`config.mk`:
```
export PLATFORM = sky130hd
export DESIGN_NAME = tiu_pwm_timer
export DESIGN_NICKNAME = d
export VERILOG_FILES = /design/src/design/tiu_pkg.sv /design/src/design/tiu_tick_if.sv /design/src/design/tiu_prescaler.sv /design/src/design/tiu_pwm_timer.sv
export SDC_FILE = /design/constraint.sdc
export NUM_CORES = 1
export LEC_CHECK = 0
export BUFFER_PORTS_ARGS = -buffer_cell sky130_fd_sc_hd__buf_2
export CAP_MARGIN = 20
export CORE_MARGIN = 5
export CORE_UTILIZATION = 50
export CTS_CLUSTER_SIZE = 12
export DETAILED_ROUTE_END_ITERATION = 8
export PLACE_DENSITY = 0.77
export SYNTH_ARGS = -nofsm -noshare
export SYNTH_HDL_FRONTEND = slang
export SYNTH_SLANG_ARGS = --single-unit
```
`constraint.sdc`:
```
create_clock -name mclk -period 2.95 [get_ports mclk]
set_input_delay 0.295 -clock mclk [delete_from_list [all_inputs] [get_ports mclk]]
set_output_delay 0.295 -clock mclk [all_outputs]
set_load 0.1 [all_outputs]
```
`src/design/tiu_pkg.sv`:
```
`default_nettype none
package tiu_pkg;
  // mode select codes {buffer, single}
  localparam logic [1:0] MODE_UNBUF = 2'h1;
  localparam logic [1:0] MODE_BUF   = 2'h2;
  // edge/level select codes
  localparam logic [1:0] ELS_PRESET = 2'h0;
  localparam logic [1:0] ELS_TOGGLE = 2'h1;
  localparam logic [1:0] ELS_CLEAR  = 2'h2;
  localparam logic [1:0] ELS_SET    = 2'h3;
  // prescaler
  localparam logic [2:0] PS_EXT     = 3'h7;
  localparam int unsigned DIV_W     = 6;
  localparam logic [5:0] DIV_RST    = 6'h00;
  // external count clock limit, sampled on mclk
  localparam int unsigned CLK_HZ     = 50_000_000;
  localparam int unsigned EXT_MAX_HZ = 4_000_000;
  localparam int unsigned EXT_MIN_CYC = (CLK_HZ + EXT_MAX_HZ - 1) / EXT_MAX_HZ;
  // reset values
  localparam logic [3:0] PIN_RST    = 4'h0;
  localparam logic [1:0] ACT_RST    = 2'h0;
endpackage
`default_nettype wire

```
`src/design/tiu_tick_if.sv`:
```
`default_nettype none
interface tiu_tick_if;
  logic       run;
  logic       clr;
  logic [2:0] ps;
  logic       ext_clk;
  logic       tick;
  modport pre  (input run, clr, ps, ext_clk, output tick);
  modport core (output run, clr, ps, ext_clk, input tick);
endinterface
`default_nettype wire

```
`src/design/tiu_prescaler.sv`:
```
`default_nettype none
module tiu_prescaler (
  input  wire logic mclk,
  input  wire logic reset,
  tiu_tick_if.pre   tk
);
  typedef struct packed {
    logic [tiu_pkg::DIV_W-1:0] div;
    logic                      ext_prev;
    logic                      tick;
  } tiu_pre_s;

  tiu_pre_s q;
  tiu_pre_s d;
  logic [tiu_pkg::DIV_W:0] mask;

  always_comb begin
    d = q;
    d.tick = 1'b0;
    d.ext_prev = tk.ext_clk;
    mask = (7'h01 << tk.ps) - 7'h01;
    if (tk.clr) begin
      d.div = tiu_pkg::DIV_RST;
    end else if (tk.run) begin
      if (tk.ps == tiu_pkg::PS_EXT) begin
        d.tick = tk.ext_clk && !q.ext_prev; // RULE19
      end else begin
        d.div = q.div + 6'h01;
        d.tick = (q.div & mask[5:0]) == mask[5:0]; // RULE24
      end
    end
  end

  always_ff @(posedge mclk) begin
    if (reset) begin
      q <= '0;
    end else begin
      q <= d;
    end
  end

  assign tk.tick = q.tick;
endmodule
`default_nettype wire

```
`src/design/tiu_pwm_timer.sv`:
```
// Overview of operation
// [RULE1] link bit on channel 0 joins channels 0,1 onto pin 0, channel 0 first
// [RULE2] partner write takes over at next overflow; last written wins each overflow
// [RULE3] link bit on channel 2 joins channels 2,3 onto pin 2 likewise
// [RULE4] linked pair uses even controls; odd controls ignored, odd pin released
// [RULE5] buffer select beats single select on the even channel
// [RULE6] software writes only the inactive channel of a linked pair
// [RULE7] software halts, clears, sets period and width, configures, then runs
// [RULE8] mode code 01 unbuffered, 10 buffered
// [RULE9] level code 10 clears on compare, 11 sets on compare
// [RULE10] toggle on overflow clear means no overflow toggle, 0% duty
// [RULE11] max duty with toggle on overflow holds 100% duty
// [RULE12] software never uses toggle on compare for pwm
// [RULE13] overflow flag set at period limit; request only when enabled
// [RULE14] channel flag set on capture or compare; request only when enabled
// [RULE15] timer runs in wait mode; enabled request wakes the processor
// [RULE16] stop mode freezes the timer and keeps its state
// [RULE17] debug break halts the counter
// [RULE18] in break flags clear only with break clear enable set
// [RULE19] prescale code all ones selects external count clock
// [RULE20] external clock at most 4 MHz and half the bus clock
// [RULE21] each pin capture or compare; only pins 0,2 buffered
// [RULE22] flag clears by read while set then write 0; new event wins
// [RULE23] counter restarts from zero after the period limit
// [RULE24] prescale codes divide by 1 to 64
// [RULE25] overflow and channel requests are separate level outputs
`default_nettype none
module tiu_pwm_timer #(
  parameter int unsigned CW = 16
) (
  input  wire logic            mclk,
  input  wire logic            reset,
  input  wire logic            counter_halt,
  input  wire logic            counter_reset,
  input  wire logic [2:0]      prescale_select,
  input  wire logic [CW-1:0]   period_limit,
  input  wire logic            overflow_irq_enable,
  input  wire logic            break_clear_enable,
  input  wire logic            debug_break,
  input  wire logic            stop_mode,
  input  wire logic            external_count_clock,
  input  wire logic            overflow_flag_read,
  input  wire logic            overflow_flag_clear_wr,
  input  wire logic [3:0]      buffer_mode_select,
  input  wire logic [3:0]      single_mode_select,
  input  wire logic [7:0]      edge_level_select,
  input  wire logic [3:0]      toggle_on_overflow,
  input  wire logic [3:0]      max_duty_bit,
  input  wire logic [3:0]      channel_irq_enable,
  input  wire logic [3:0]      compare_wr,
  input  wire logic [CW-1:0]   compare_wr_data,
  input  wire logic [3:0]      channel_flag_read,
  input  wire logic [3:0]      channel_flag_clear_wr,
  input  wire logic [3:0]      channel_pin_in,
  output logic [CW-1:0]        counter_value,
  output logic [4*CW-1:0]      channel_compare_value,
  output logic                 overflow_flag,
  output logic                 overflow_irq,
  output logic [3:0]           channel_event_flag,
  output logic [3:0]           channel_irq,
  output logic [3:0]           channel_pin_out,
  output logic [3:0]           channel_pin_oe,
  output logic [1:0]           pair_active_odd,
  output logic                 wake_request
);
  if (CW < 8 || CW > 32) begin : g_bad_width
    $error("counter width must be 8 to 32");
  end

  typedef struct packed {
    logic [CW-1:0]   cnt;
    logic [4*CW-1:0] cmp;
    logic            ovf_f;
    logic            ovf_arm;
    logic            ovf_irq;
    logic            wake;
    logic [3:0]      ch_f;
    logic [3:0]      ch_arm;
    logic [3:0]      ch_irq;
    logic [3:0]      pin;
    logic [3:0]      oe;
    logic [3:0]      pin_prev;
    logic [1:0]      act;
    logic [1:0]      last_wr;
  } tiu_state_s;

  tiu_state_s q;
  tiu_state_s d;
  logic       run;
  logic       cnt_tick;
  logic       ovf_ev;
  logic       clr_ok;
  logic [3:0] ch_ev;

  tiu_tick_if tk ();

  assign tk.run     = run;
  assign tk.clr     = counter_reset;
  assign tk.ps      = prescale_select;
  assign tk.ext_clk = external_count_clock;

  tiu_prescaler u_pre (
    .mclk  (mclk),
    .reset (reset),
    .tk    (tk)
  );

  // stop, halt and break all freeze counting
  assign run      = !counter_halt && !debug_break && !stop_mode; // RULE16 RULE17
  assign cnt_tick = run && tk.tick && !counter_reset;
  assign ovf_ev   = cnt_tick && (q.cnt == period_limit); // RULE13
  assign clr_ok   = !debug_break || break_clear_enable; // RULE18

  always_comb begin
    logic [1:0]    els;
    logic [1:0]    mode;
    logic          buf_m;
    logic          ign;
    logic          outm;
    logic          capm;
    logic          match;
    logic          rise;
    logic          fall;
    logic [CW-1:0] cv;
    els   = 2'h0;
    mode  = 2'h0;
    buf_m = 1'b0;
    ign   = 1'b0;
    outm  = 1'b0;
    capm  = 1'b0;
    match = 1'b0;
    rise  = 1'b0;
    fall  = 1'b0;
    cv    = '0;
    d     = q;
    ch_ev = 4'h0;

    if (counter_reset) begin
      d.cnt = '0;
    end else if (ovf_ev) begin
      d.cnt = '0; // RULE23
    end else if (cnt_tick) begin
      d.cnt = q.cnt + CW'(1);
    end

    // pair tracking: last written channel takes over at overflow
    for (int p = 0; p < 2; p++) begin
      if (!buffer_mode_select[2*p]) begin
        d.act[p]     = 1'b0; // RULE1 RULE3
        d.last_wr[p] = 1'b0;
      end else begin
        if (compare_wr[2*p+1]) begin
          d.last_wr[p] = 1'b1; // RULE2
        end else if (compare_wr[2*p]) begin
          d.last_wr[p] = 1'b0;
        end
        if (ovf_ev) begin
          d.act[p] = d.last_wr[p]; // RULE2 RULE3
        end
      end
    end

    for (int i = 0; i < 4; i++) begin
      els   = edge_level_select[2*i+:2];
      buf_m = (i % 2 == 0) && buffer_mode_select[i]; // RULE5 RULE21
      ign   = (i % 2 == 1) && buffer_mode_select[i & 2]; // RULE4
      mode  = {buf_m, single_mode_select[i]};
      outm  = (mode == tiu_pkg::MODE_UNBUF) || ((mode & tiu_pkg::MODE_BUF) != 2'h0); // RULE8
      capm  = !outm && (els != tiu_pkg::ELS_PRESET);
      cv    = (buf_m && q.act[i/2]) ? q.cmp[(i|1)*CW+:CW] : q.cmp[i*CW+:CW]; // RULE1 RULE3
      match = cnt_tick && (q.cnt == cv);
      rise  = channel_pin_in[i] && !q.pin_prev[i];
      fall  = !channel_pin_in[i] && q.pin_prev[i];
      d.pin_prev[i] = channel_pin_in[i];
      d.oe[i] = 1'b0;
      if (compare_wr[i]) begin
        d.cmp[i*CW+:CW] = compare_wr_data;
      end
      if (ign) begin
        d.oe[i] = 1'b0; // RULE4
      end else if (els == tiu_pkg::ELS_PRESET) begin
        d.pin[i] = !single_mode_select[i];
      end else if (outm) begin
        d.oe[i] = 1'b1; // RULE21
        if (match) begin
          ch_ev[i] = 1'b1; // RULE14
          case (els)
            tiu_pkg::ELS_TOGGLE: d.pin[i] = !q.pin[i];
            tiu_pkg::ELS_CLEAR:  d.pin[i] = 1'b0; // RULE9
            default:             d.pin[i] = 1'b1; // RULE9
          endcase
        end
        if (ovf_ev && toggle_on_overflow[i]) begin
          d.pin[i] = !d.pin[i]; // RULE10
        end
        if (max_duty_bit[i] && toggle_on_overflow[i]) begin
          d.pin[i] = (els != tiu_pkg::ELS_SET); // RULE11
        end
      end else if (capm && run) begin
        if ((rise && els[0]) || (fall && els[1])) begin
          ch_ev[i] = 1'b1; // RULE14
          d.cmp[i*CW+:CW] = q.cnt;
        end
      end

      // two-step clear; a new event always wins
      if (channel_flag_read[i] && q.ch_f[i] && clr_ok) begin
        d.ch_arm[i] = 1'b1; // RULE22
      end
      if (channel_flag_clear_wr[i] && q.ch_arm[i] && clr_ok) begin
        d.ch_f[i]   = 1'b0; // RULE22 RULE18
        d.ch_arm[i] = 1'b0;
      end
      if (ch_ev[i]) begin
        d.ch_f[i]   = 1'b1; // RULE14 RULE22
        d.ch_arm[i] = 1'b0;
      end
      d.ch_irq[i] = d.ch_f[i] && channel_irq_enable[i]; // RULE14 RULE25
    end

    if (overflow_flag_read && q.ovf_f && clr_ok) begin
      d.ovf_arm = 1'b1; // RULE22
    end
    if (overflow_flag_clear_wr && q.ovf_arm && clr_ok) begin
      d.ovf_f   = 1'b0; // RULE22 RULE18
      d.ovf_arm = 1'b0;
    end
    if (ovf_ev) begin
      d.ovf_f   = 1'b1; // RULE13 RULE22
      d.ovf_arm = 1'b0;
    end
    d.ovf_irq = d.ovf_f && overflow_irq_enable; // RULE13 RULE25
    d.wake    = d.ovf_irq || (d.ch_irq != 4'h0); // RULE15
  end

  always_ff @(posedge mclk) begin
    if (reset) begin
      q         <= '0;
      q.pin     <= tiu_pkg::PIN_RST;
      q.act     <= tiu_pkg::ACT_RST;
    end else begin
      q <= d;
    end
  end

  assign counter_value         = q.cnt;
  assign channel_compare_value = q.cmp;
  assign overflow_flag         = q.ovf_f;
  assign overflow_irq          = q.ovf_irq;
  assign channel_event_flag    = q.ch_f;
  assign channel_irq           = q.ch_irq;
  assign channel_pin_out       = q.pin;
  assign channel_pin_oe        = q.oe;
  assign pair_active_odd       = q.act;
  assign wake_request          = q.wake;
endmodule
`default_nettype wire

```
==> metrics.csv, run 1 <==
metric;value;unit
start_kind;register;
power_density;565;nW/um^2
drt_pre_antenna_iters;5;
fmax;365;MHz
synth.distinct_cells;60;
fin_cells;1240;
cap_viol_max_count;0;
synth.avg_cell_area;8.09;sq um
boundaryPins;191;
rsz0062_at_grt;false;
syn_inst;956;
netlist.area_leader.share;31.1;%
grt_max_degree;60;
synth_edf_count;0;
skew;0.00792;ns
gp_congestion;0.963;
cts_buffers;17;
finalSetupViolCount;0;
ctsHoldBuffers;0;
power_leakage;3.94;nW
dp_hpwl;17900;um
yosys.area_share.simple;20.6;%
wirelength;24200;um
cts_tree;done;
drt_iter0_drc;737;
viasPerCell;5.84;
async_flop_share;0;%
required;3.30;ns
final.setup.worst_slack;0.209;ns
port_buffers;188;
mostFrequentLayoutCells;buf_2 (188), nor2_1 (131), dfxtp_1 (119);
vias;7236;
nNetsFinal;1132;
die_area;18100;sq um
synth_fa_ha_area_share;0.485;%
period_needed;2.74;ns
final_common_cell;buf_2;
ys.flop_type;dfxtp_1;
clk_transition_reported_paths;0.06;ns
postCtsResizedCells;0;
met2_usage;44.3;%
clock_sinks;120;
route.detailed.drc;0;
synth_seq_cells;120;
die_height;134;um
timing.final.hold_violations;0;
grt.met1_usage;34.1;%
grt_pass1_wl;37900;um
max-vdd-ir-drop;0.413;mV
yosys_warnings;0;
grt_antenna_before_repair;0;
use_met3;6.34;%
rows;45;
finalMaxSlewViolations;0;
critPathCaptureType;register;
yosysTopAreaCell;dfxtp_1;
yosysSeqAreaShare;31.1;%
ys_top_cells_by_area;dfxtp_1 (31%), buf_4 (9.5%), mux2i_1 (7.4%);
hp-class;in2reg;
grt_overflow_total;0;
core;15200;sq um
status;completed;
synth_area;7730;sq um
synth_xor_xnor_area_share;9.74;%
area_delta_synth_final;14.6;%
cts_setup_buffers;0;
worst_slew_margin_rel;54.1;%
grt_pass1_vias;6938;
dp_cells;1208;
post_drt_wl_per_cell;19.5;um
tightest_slew;0.689;ns
worst_skew_pair.late_latency;0.43;ns
h-tree-depth;4;
fin_crit_sh;92.9;%
worst-path-max-fanout;3;
die_x;134;um
initial_core_util;50.9;%
rrSetupSlack;0.21;ns
critPathKind;reg2reg;
grt_usage;26.6;%
synth_compound_area_share;16.1;%
pre_cts_ws;-0.00980;ns
ctsRootBufferMaster;clkbuf_16;
worstPathArrival;3.09;ns
drtAntennaViolNets;0;
layout-drive-gt1-share;26.0;%
synth.mux.area_fraction;7.96;%
clk_path_buf_depth;2;
synth_top_family_by_area;simple AND/OR/NAND/NOR gates;
synth_nets;1049;
busiest_layer;met2;
n_antenna_cell;0;
layer usage:
metal,vias to the layer above,share of wire (%)
li1,3414,-
met1,3422,42
met2,353,47
met3,47,8.2
met4,0,2.1
met5,-,0
cells in the mapped netlist, types with 3 or more instances:
library cell / number
and3_1: 4
a211oi_1: 62
or4_1: 4
xnor2_1: 51
a31oi_1: 6
or3_1: 5
o221ai_1: 4
dfxtp_1: 120
o22a_1: 3
nor2_1: 131
o32ai_1: 4
or2_1: 3
nand3b_1: 5
nor2b_1: 39
buf_2: 7
xor2_1: 35
nor4_1: 10
a21oi_1: 47
and2_1: 7
and4_1: 3
buf_4: 98
buf_1: 7
nor3b_1: 3
ha_1: 3
o21ai_0: 12
a2111oi_0: 7
nand3_1: 29
mux2i_1: 57
nor3_1: 10
nand2_1: 37
nand4_1: 11
mux2_2: 3
o31ai_1: 7
inv_1: 24
nand2b_1: 5
o22ai_1: 6
a221o_1: 4
nor4b_1: 5
clkbuf_1: 48
sequential cells by signal (all words and copies together) (netlist names):
register               count
u_pre.q                    7
channel_irq                4
wake_request               1
pair_active_odd            2
counter_value             16
u_pre.tk.tick              1
channel_compare_value     64
channel_pin_out            4
channel_event_flag         4
overflow_flag              1
overflow_irq               1
q                         11
channel_pin_oe             4
cell families after synthesis:
family / after synthesis
and+or+nand+nor: 320
buffers and inverters: 186
AOI/OAI and AO/OA: 180
DFF: 120
xor gates and xnor gates: 86
muxes: 61
adders and majority gates: 3
power breakdown:
part | switching, mW | total [mW] | internal (mW)
Clock | 0.804 | 2.24 | 1.44
Sequential | 0.0694 | 1.76 | 1.69
Combinational | 0.746 | 1.00 | 0.257
through the flow:
step / util [%] / TNS, ns / power [mW] / hold WS, ns / cell area (sq um)
detailed placement: 54.1 / -0.00980 / 2.78 / 0.482 / 8220
global route: 58.3 / 0 / 5.16 / 0.0883 / 8860
floorplan: - / 0 / 2.62 / 0.412 / 7730
CTS: 58.3 / 0 / 5.01 / 0.0698 / 8860
global placement: 54.1 / 0 / 2.77 / 0.473 / 8220
finish: 58.3 / 0 / 5.01 / 0.0797 / 8860
worst paths after layout:
kind,from,to,cells past startpoint
setup / recovery,channel_compare_value[26],channel_pin_out[1],8
hold reg to reg,q[0],q[0],2
setup reg to reg,channel_compare_value[26],channel_pin_out[1],8
hold / removal,channel_irq_enable[2],wake_request,2
cell type report:
type / instances / area (sq um)
Multi-Input combinational cell: 650 / 4270
Tap cell: 188 / 235
Clock buffer: 18 / 439
Clock inverter: 14 / 198
Sequential cell: 120 / 2400
Inverter: 24 / 90.1
Fill cell: 1351 / 6340
Timing Repair Buffer: 226 / 1230
worst max-delay path, stage by stage (launching register included):
cell and delay, ns:
dfxtp_1 0.39, xnor2_1 0.14, nand3_1 0.15, or4_1 0.61, or4_4 0.54, mux2i_1 0.22, o31ai_1 0.09, a221o_1 0.31
a211oi_2 0.21
Note: power is estimated with default switching activity, not from simulation.
==> run 2: changes to the inputs <==
- CORE_ASPECT_RATIO: default -> 0.5
- clock period: 2.95 -> 2.6 ns (I/O delays scaled with it)
==> metrics.csv, run 2 (synthesis results as in run 1) <==
metric;value;unit
cts_tree;done;
grt_pass1_wl;39300;um
grt_overflow_total;0;
fill_cells;1308;
power_density;607;nW/um^2
worst-path-max-fanout;3;
timing.final.hold_violations;0;
crit_start;channel_compare_value[23];
area_delta_synth_final;21.0;%
worst_slew_margin_rel;58.0;%
worst_skew_pair.late_latency;0.42;ns
critPathCaptureType;register;
vias;7487;
cap_viol_max_count;0;
ctsHoldBuffers;0;
die_height;97.9;um
n_antenna_cell;0;
rows;32;
dp_hpwl;18700;um
final.setup.worst_slack;-0.0626;ns
violations;setup timing;
clk_transition_reported_paths;0.06;ns
drtAntennaViolNets;0;
multi_input_area;4420;sq um
status;finished with violations;
reg2reg_depth;8;
power_leakage;4.16;nW
stdcell_area;9350;sq um
wirelength;25600;um
grt_max_degree;74;
drt_iter0_drc;687;
r2r-end;channel_pin_out[1];
post_drt_wl_per_cell;19.8;um
period_needed;2.66;ns
finalMaxSlewViolations;0;
r2r-start;channel_compare_value[23];
grt_pass1_vias;7130;
cts_buffers;17;
core;15300;sq um
rrSetupSlack;-0.06;ns
viasPerCell;5.80;
final_common_cell;buf_2;
gp_congestion;1.01;
initial_core_util;50.6;%
die_area;18200;sq um
cp-endpoint;channel_pin_out[1];
mostFrequentLayoutCells;buf_2 (188), nor2_1 (130), dfxtp_1 (111);
fmax;376;MHz
route.detailed.drc;0;
dpl-instance-area;8540;sq um
clk_path_buf_depth;2;
max-vdd-ir-drop;0.475;mV
critPathKind;reg2reg;
seq_area;2420;sq um
required;2.94;ns
fin_tns_setup;-0.0626;ns
clock_sinks;120;
largest_register_ffs;64;
pre_cts_ws;-0.195;ns
rsz0062_at_grt;true;
finalSetupViolCount;1;
tightest_slew;0.630;ns
skew;0.0129;ns
start_kind;register;
layout-drive-gt1-share;31.2;%
drt_pre_antenna_iters;6;
grt_antenna_before_repair;0;
fin_crit_sh;102;%
ctsRootBufferMaster;clkbuf_16;
h-tree-depth;4;
grt_usage;27.2;%
hp-class;in2reg;
worstPathArrival;3.00;ns
die_x;186;um
nNetsFinal;1167;
port_buffers;188;
boundaryPins;191;
[run 2: changes by cell type in the layout (fill, tap and decap cells not counted), moves of 3 or more]
cell | previous run | this run
buf_4 | 38 | 67
dfxtp_1 | 119 | 111
dfxtp_2 | 1 | 8
mux2i_1 | 57 | 51
buf_12 | 0 | 5
mux2i_2 | 0 | 5
nor4b_1 | 5 | 0
nor4b_2 | 0 | 4
a2111oi_0 | 6 | 3
[run 2: routing by layer]
metal  vias up  track usage [%]  share of wire [%]
met1      3530             38.3                 44
li1       3484                -                  -
met2       429             41.5                 44
met5         -                0                  0
met4         0             8.11                1.8
met3        44             6.22                 10
[run 2: worst min-delay path by stage]
stage                           from            endpoint  slack (ns)  cells past startpoint
2_1_floorplan  single_mode_select[0]  channel_pin_out[0]        0.38                      1
3_3_place_gp                    q[0]                q[0]        0.47                      2
3_5_place_dp                    q[1]                q[1]        0.48                      2
4_1_cts        channel_irq_enable[2]        wake_request        0.06                      2
5_1_grt        channel_irq_enable[2]        wake_request        0.06                      2
6_report       channel_irq_enable[2]        wake_request        0.07                      2
[run 2: per-stage QoR]
stage / hold slack, ns / power [mW] / utilization [%] / cells
2_1_floorplan: 0.377 / 2.97 / - / 956
3_3_place_gp: 0.472 / 3.17 / 55.8 / 1256
3_5_place_dp: 0.479 / 3.19 / 55.8 / 1256
4_1_cts: 0.0630 / 5.66 / 60.1 / 1289
5_1_grt: 0.0578 / 5.87 / 61.2 / 1291
6_report: 0.0688 / 5.68 / 61.2 / 1291
[run 2: worst max-delay path, cell delays in order, from the launching register on]
cell and delay (ns):
dfxtp_2 0.33, or2_1 0.22, a21o_1 0.16, or4_4 0.55
or4_4 0.53, mux2i_2 0.21, o31ai_1 0.09, a221o_1 0.32
a211oi_2 0.17
[run 2: where the power goes]
| group | switching, mW | total (mW) | leakage (nW) | internal [mW] |
|---|---|---|---|---|
| clock | 0.932 | 2.48 | 0.294 | 1.54 |
| combinational | 0.875 | 1.20 | 2.88 | 0.326 |
| sequential | 0.0827 | 2.00 | 0.987 | 1.92 |
[run 2: cell type report]
| class | count | area share, % |
|---|---|---|
| clock buffers | 19 | 4.74 |
| clock inverters | 13 | 1.83 |
| inverters | 24 | 0.963 |
| multi-input cells | 650 | 47.3 |
| flip-flops and latches | 120 | 25.8 |
| well taps | 204 | 2.73 |
| repair buffers | 261 | 16.6 |
[run 2: timing repair]
action,in CTS,in global routing
hold endpoints to repair,0,0
pin swaps,1,11
setup endpoints to repair,6,7
resized for setup,10,35
buffers inserted,1,2
gates cloned,0,0
==> run 3: changes to the inputs <==
- CORE_UTILIZATION: 50 -> 46
- PLACE_DENSITY: 0.77 -> 0.71
==> metrics.csv, run 3 (synthesis results as in run 1) <==
metric;value;unit
finalSetupViolCount;1;
vias;7343;
wirelength;25800;um
layout-drive-gt1-share;31.1;%
cts_tree;done;
required;2.94;ns
worst_slew_margin_rel;56.8;%
dp_hpwl;19400;um
skew;0.00911;ns
hp-class;in2reg;
cpMostUsedCell;or4_4;
clk_path_buf_depth;2;
fin_tns_setup;-0.0616;ns
status;finished with violations;
route.detailed.drc;0;
fin_crit_sh;102;%
grt_pass1_vias;7042;
drtAntennaViolNets;0;
critPathKind;reg2reg;
tightest_slew;0.649;ns
ctsHoldBuffers;0;
start_kind;register;
worst_skew_pair.late_latency;0.41;ns
core;16400;sq um
p_total;5.58;mW
worst-path-max-fanout;2;
path_cells;xnor2_2 > nand3_2 > or4_4 > or4_4 > mux2i_2 > o31ai_1 > a221o_1 > a211oi_2;
clk_transition_reported_paths;0.06;ns
critPathCaptureType;register;
period_needed;2.66;ns
timing.final.hold_violations;0;
final_common_cell;buf_2;
h-tree-depth;4;
final.setup.worst_slack;-0.0616;ns
initial_core_util;47.1;%
grt_overflow_total;0;
die_height;102;um
die_area;19700;sq um
viasPerCell;5.58;
fmax;376;MHz
worstPathArrival;3.00;ns
area_delta_synth_final;20.6;%
holdWs;0.0702;ns
worst_path_largest_cell_delay;0.57;ns
cp_slowest_cell;or4_4;
mostFrequentLayoutCells;buf_2 (188), nor2_1 (130), dfxtp_1 (112);
nNetsFinal;1169;
violations;setup timing;
grt_pass1_wl;39900;um
final_util;56.8;%
grt_antenna_before_repair;1;
cts_buffers;17;
cap_viol_max_count;0;
die_x;193;um
cts_setup_buffers;0;
finalMaxSlewViolations;0;
largest_register_ffs;64;
drt_iter0_drc;537;
gp_congestion;0.985;
drt_pre_antenna_iters;5;
power_density;598;nW/um^2
clock_sinks;120;
power_leakage;4.14;nW
post_drt_wl_per_cell;19.6;um
grt_usage;25.6;%
grt_max_degree;45;
boundaryPins;191;
rows;33;
ctsRootBufferMaster;clkbuf_16;
rsz0062_at_grt;true;
max-vdd-ir-drop;0.467;mV
port_buffers;188;
[run 3: cell count changes in the layout (fill, tap and decap cells not counted), moves of 2 or more]
cell        delta
a2111oi_2      +3
buf_12         -2
buf_4          +5
clkinv_4       -3
clkinvlp_4     +4
inv_1          +2
inv_2          -2
mux2i_1        +5
mux2i_2        -4
xnor2_1        -3
xnor2_2        +3
[run 3: layer usage]
| metal | vias to the layer above | part of all wire (%) | routed length [um] | track usage, % |
|---|---|---|---|---|
| met4 | 2 | 2.0 | 504 | 7.56 |
| met1 | 3499 | 47 | 12100 | 36.3 |
| li1 | 3483 | - | - | - |
| met5 | - | 0.027 | 7 | 0 |
| met3 | 34 | 7.7 | 1980 | 5.18 |
| met2 | 325 | 43 | 11200 | 39.7 |
[run 3: path summary, 6_finish.rpt]
check                             from                 end  slack [ns]  cells after the start
setup / recovery      counter_value[6]  channel_pin_out[1]       -0.06                      8
hold / removal    external_count_clock          u_pre.q[1]        0.07                      2
setup reg to reg      counter_value[6]  channel_pin_out[1]       -0.06                      8
hold reg to reg                   q[0]                q[0]        0.50                      2
[run 3: cell type report]
type	count	area [sq um]
fillers	1525	7110
multi-input cells	650	4410
flip-flops and latches	120	2410
repair buffers	263	1540
clock buffers	18	439
well taps	227	284
clock inverters	14	150
inverters	24	90.1
diodes	1	2.50
[run 3: repair_timing]
action | CTS | global route
hold endpoints to repair | 0 | 0
setup endpoints to repair | 5 | 7
resized for setup | 16 | 22
pin swaps | 2 | 3
[run 3: power breakdown]
part | switching (mW) | leakage (nW) | internal [mW]
Sequential | 0.0818 | 0.986 | 1.92
Clock | 0.946 | 0.271 | 1.44
Combinational | 0.871 | 2.88 | 0.320
[run 3: metrics by stage]
step / instances / setup WS (ns) / instance area [sq um]
after floorplan: 956 / 0.0575 / 7730
after global placement: 1284 / -0.209 / 8580
after detailed placement: 1284 / -0.224 / 8580
after CTS: 1316 / -0.0154 / 9230
after global routing: 1316 / -0.123 / 9320
final: 1317 / -0.0616 / 9330
[run 3: critical path: cells and delay by family, from the launching register on]
kind,cells,cell delay (ns)
AOI/OAI and AO/OA,3,0.60
xor gates and xnor gates,1,0.20
DFF,1,0.34
muxes,1,0.21
and+or+nand+nor,3,1.23
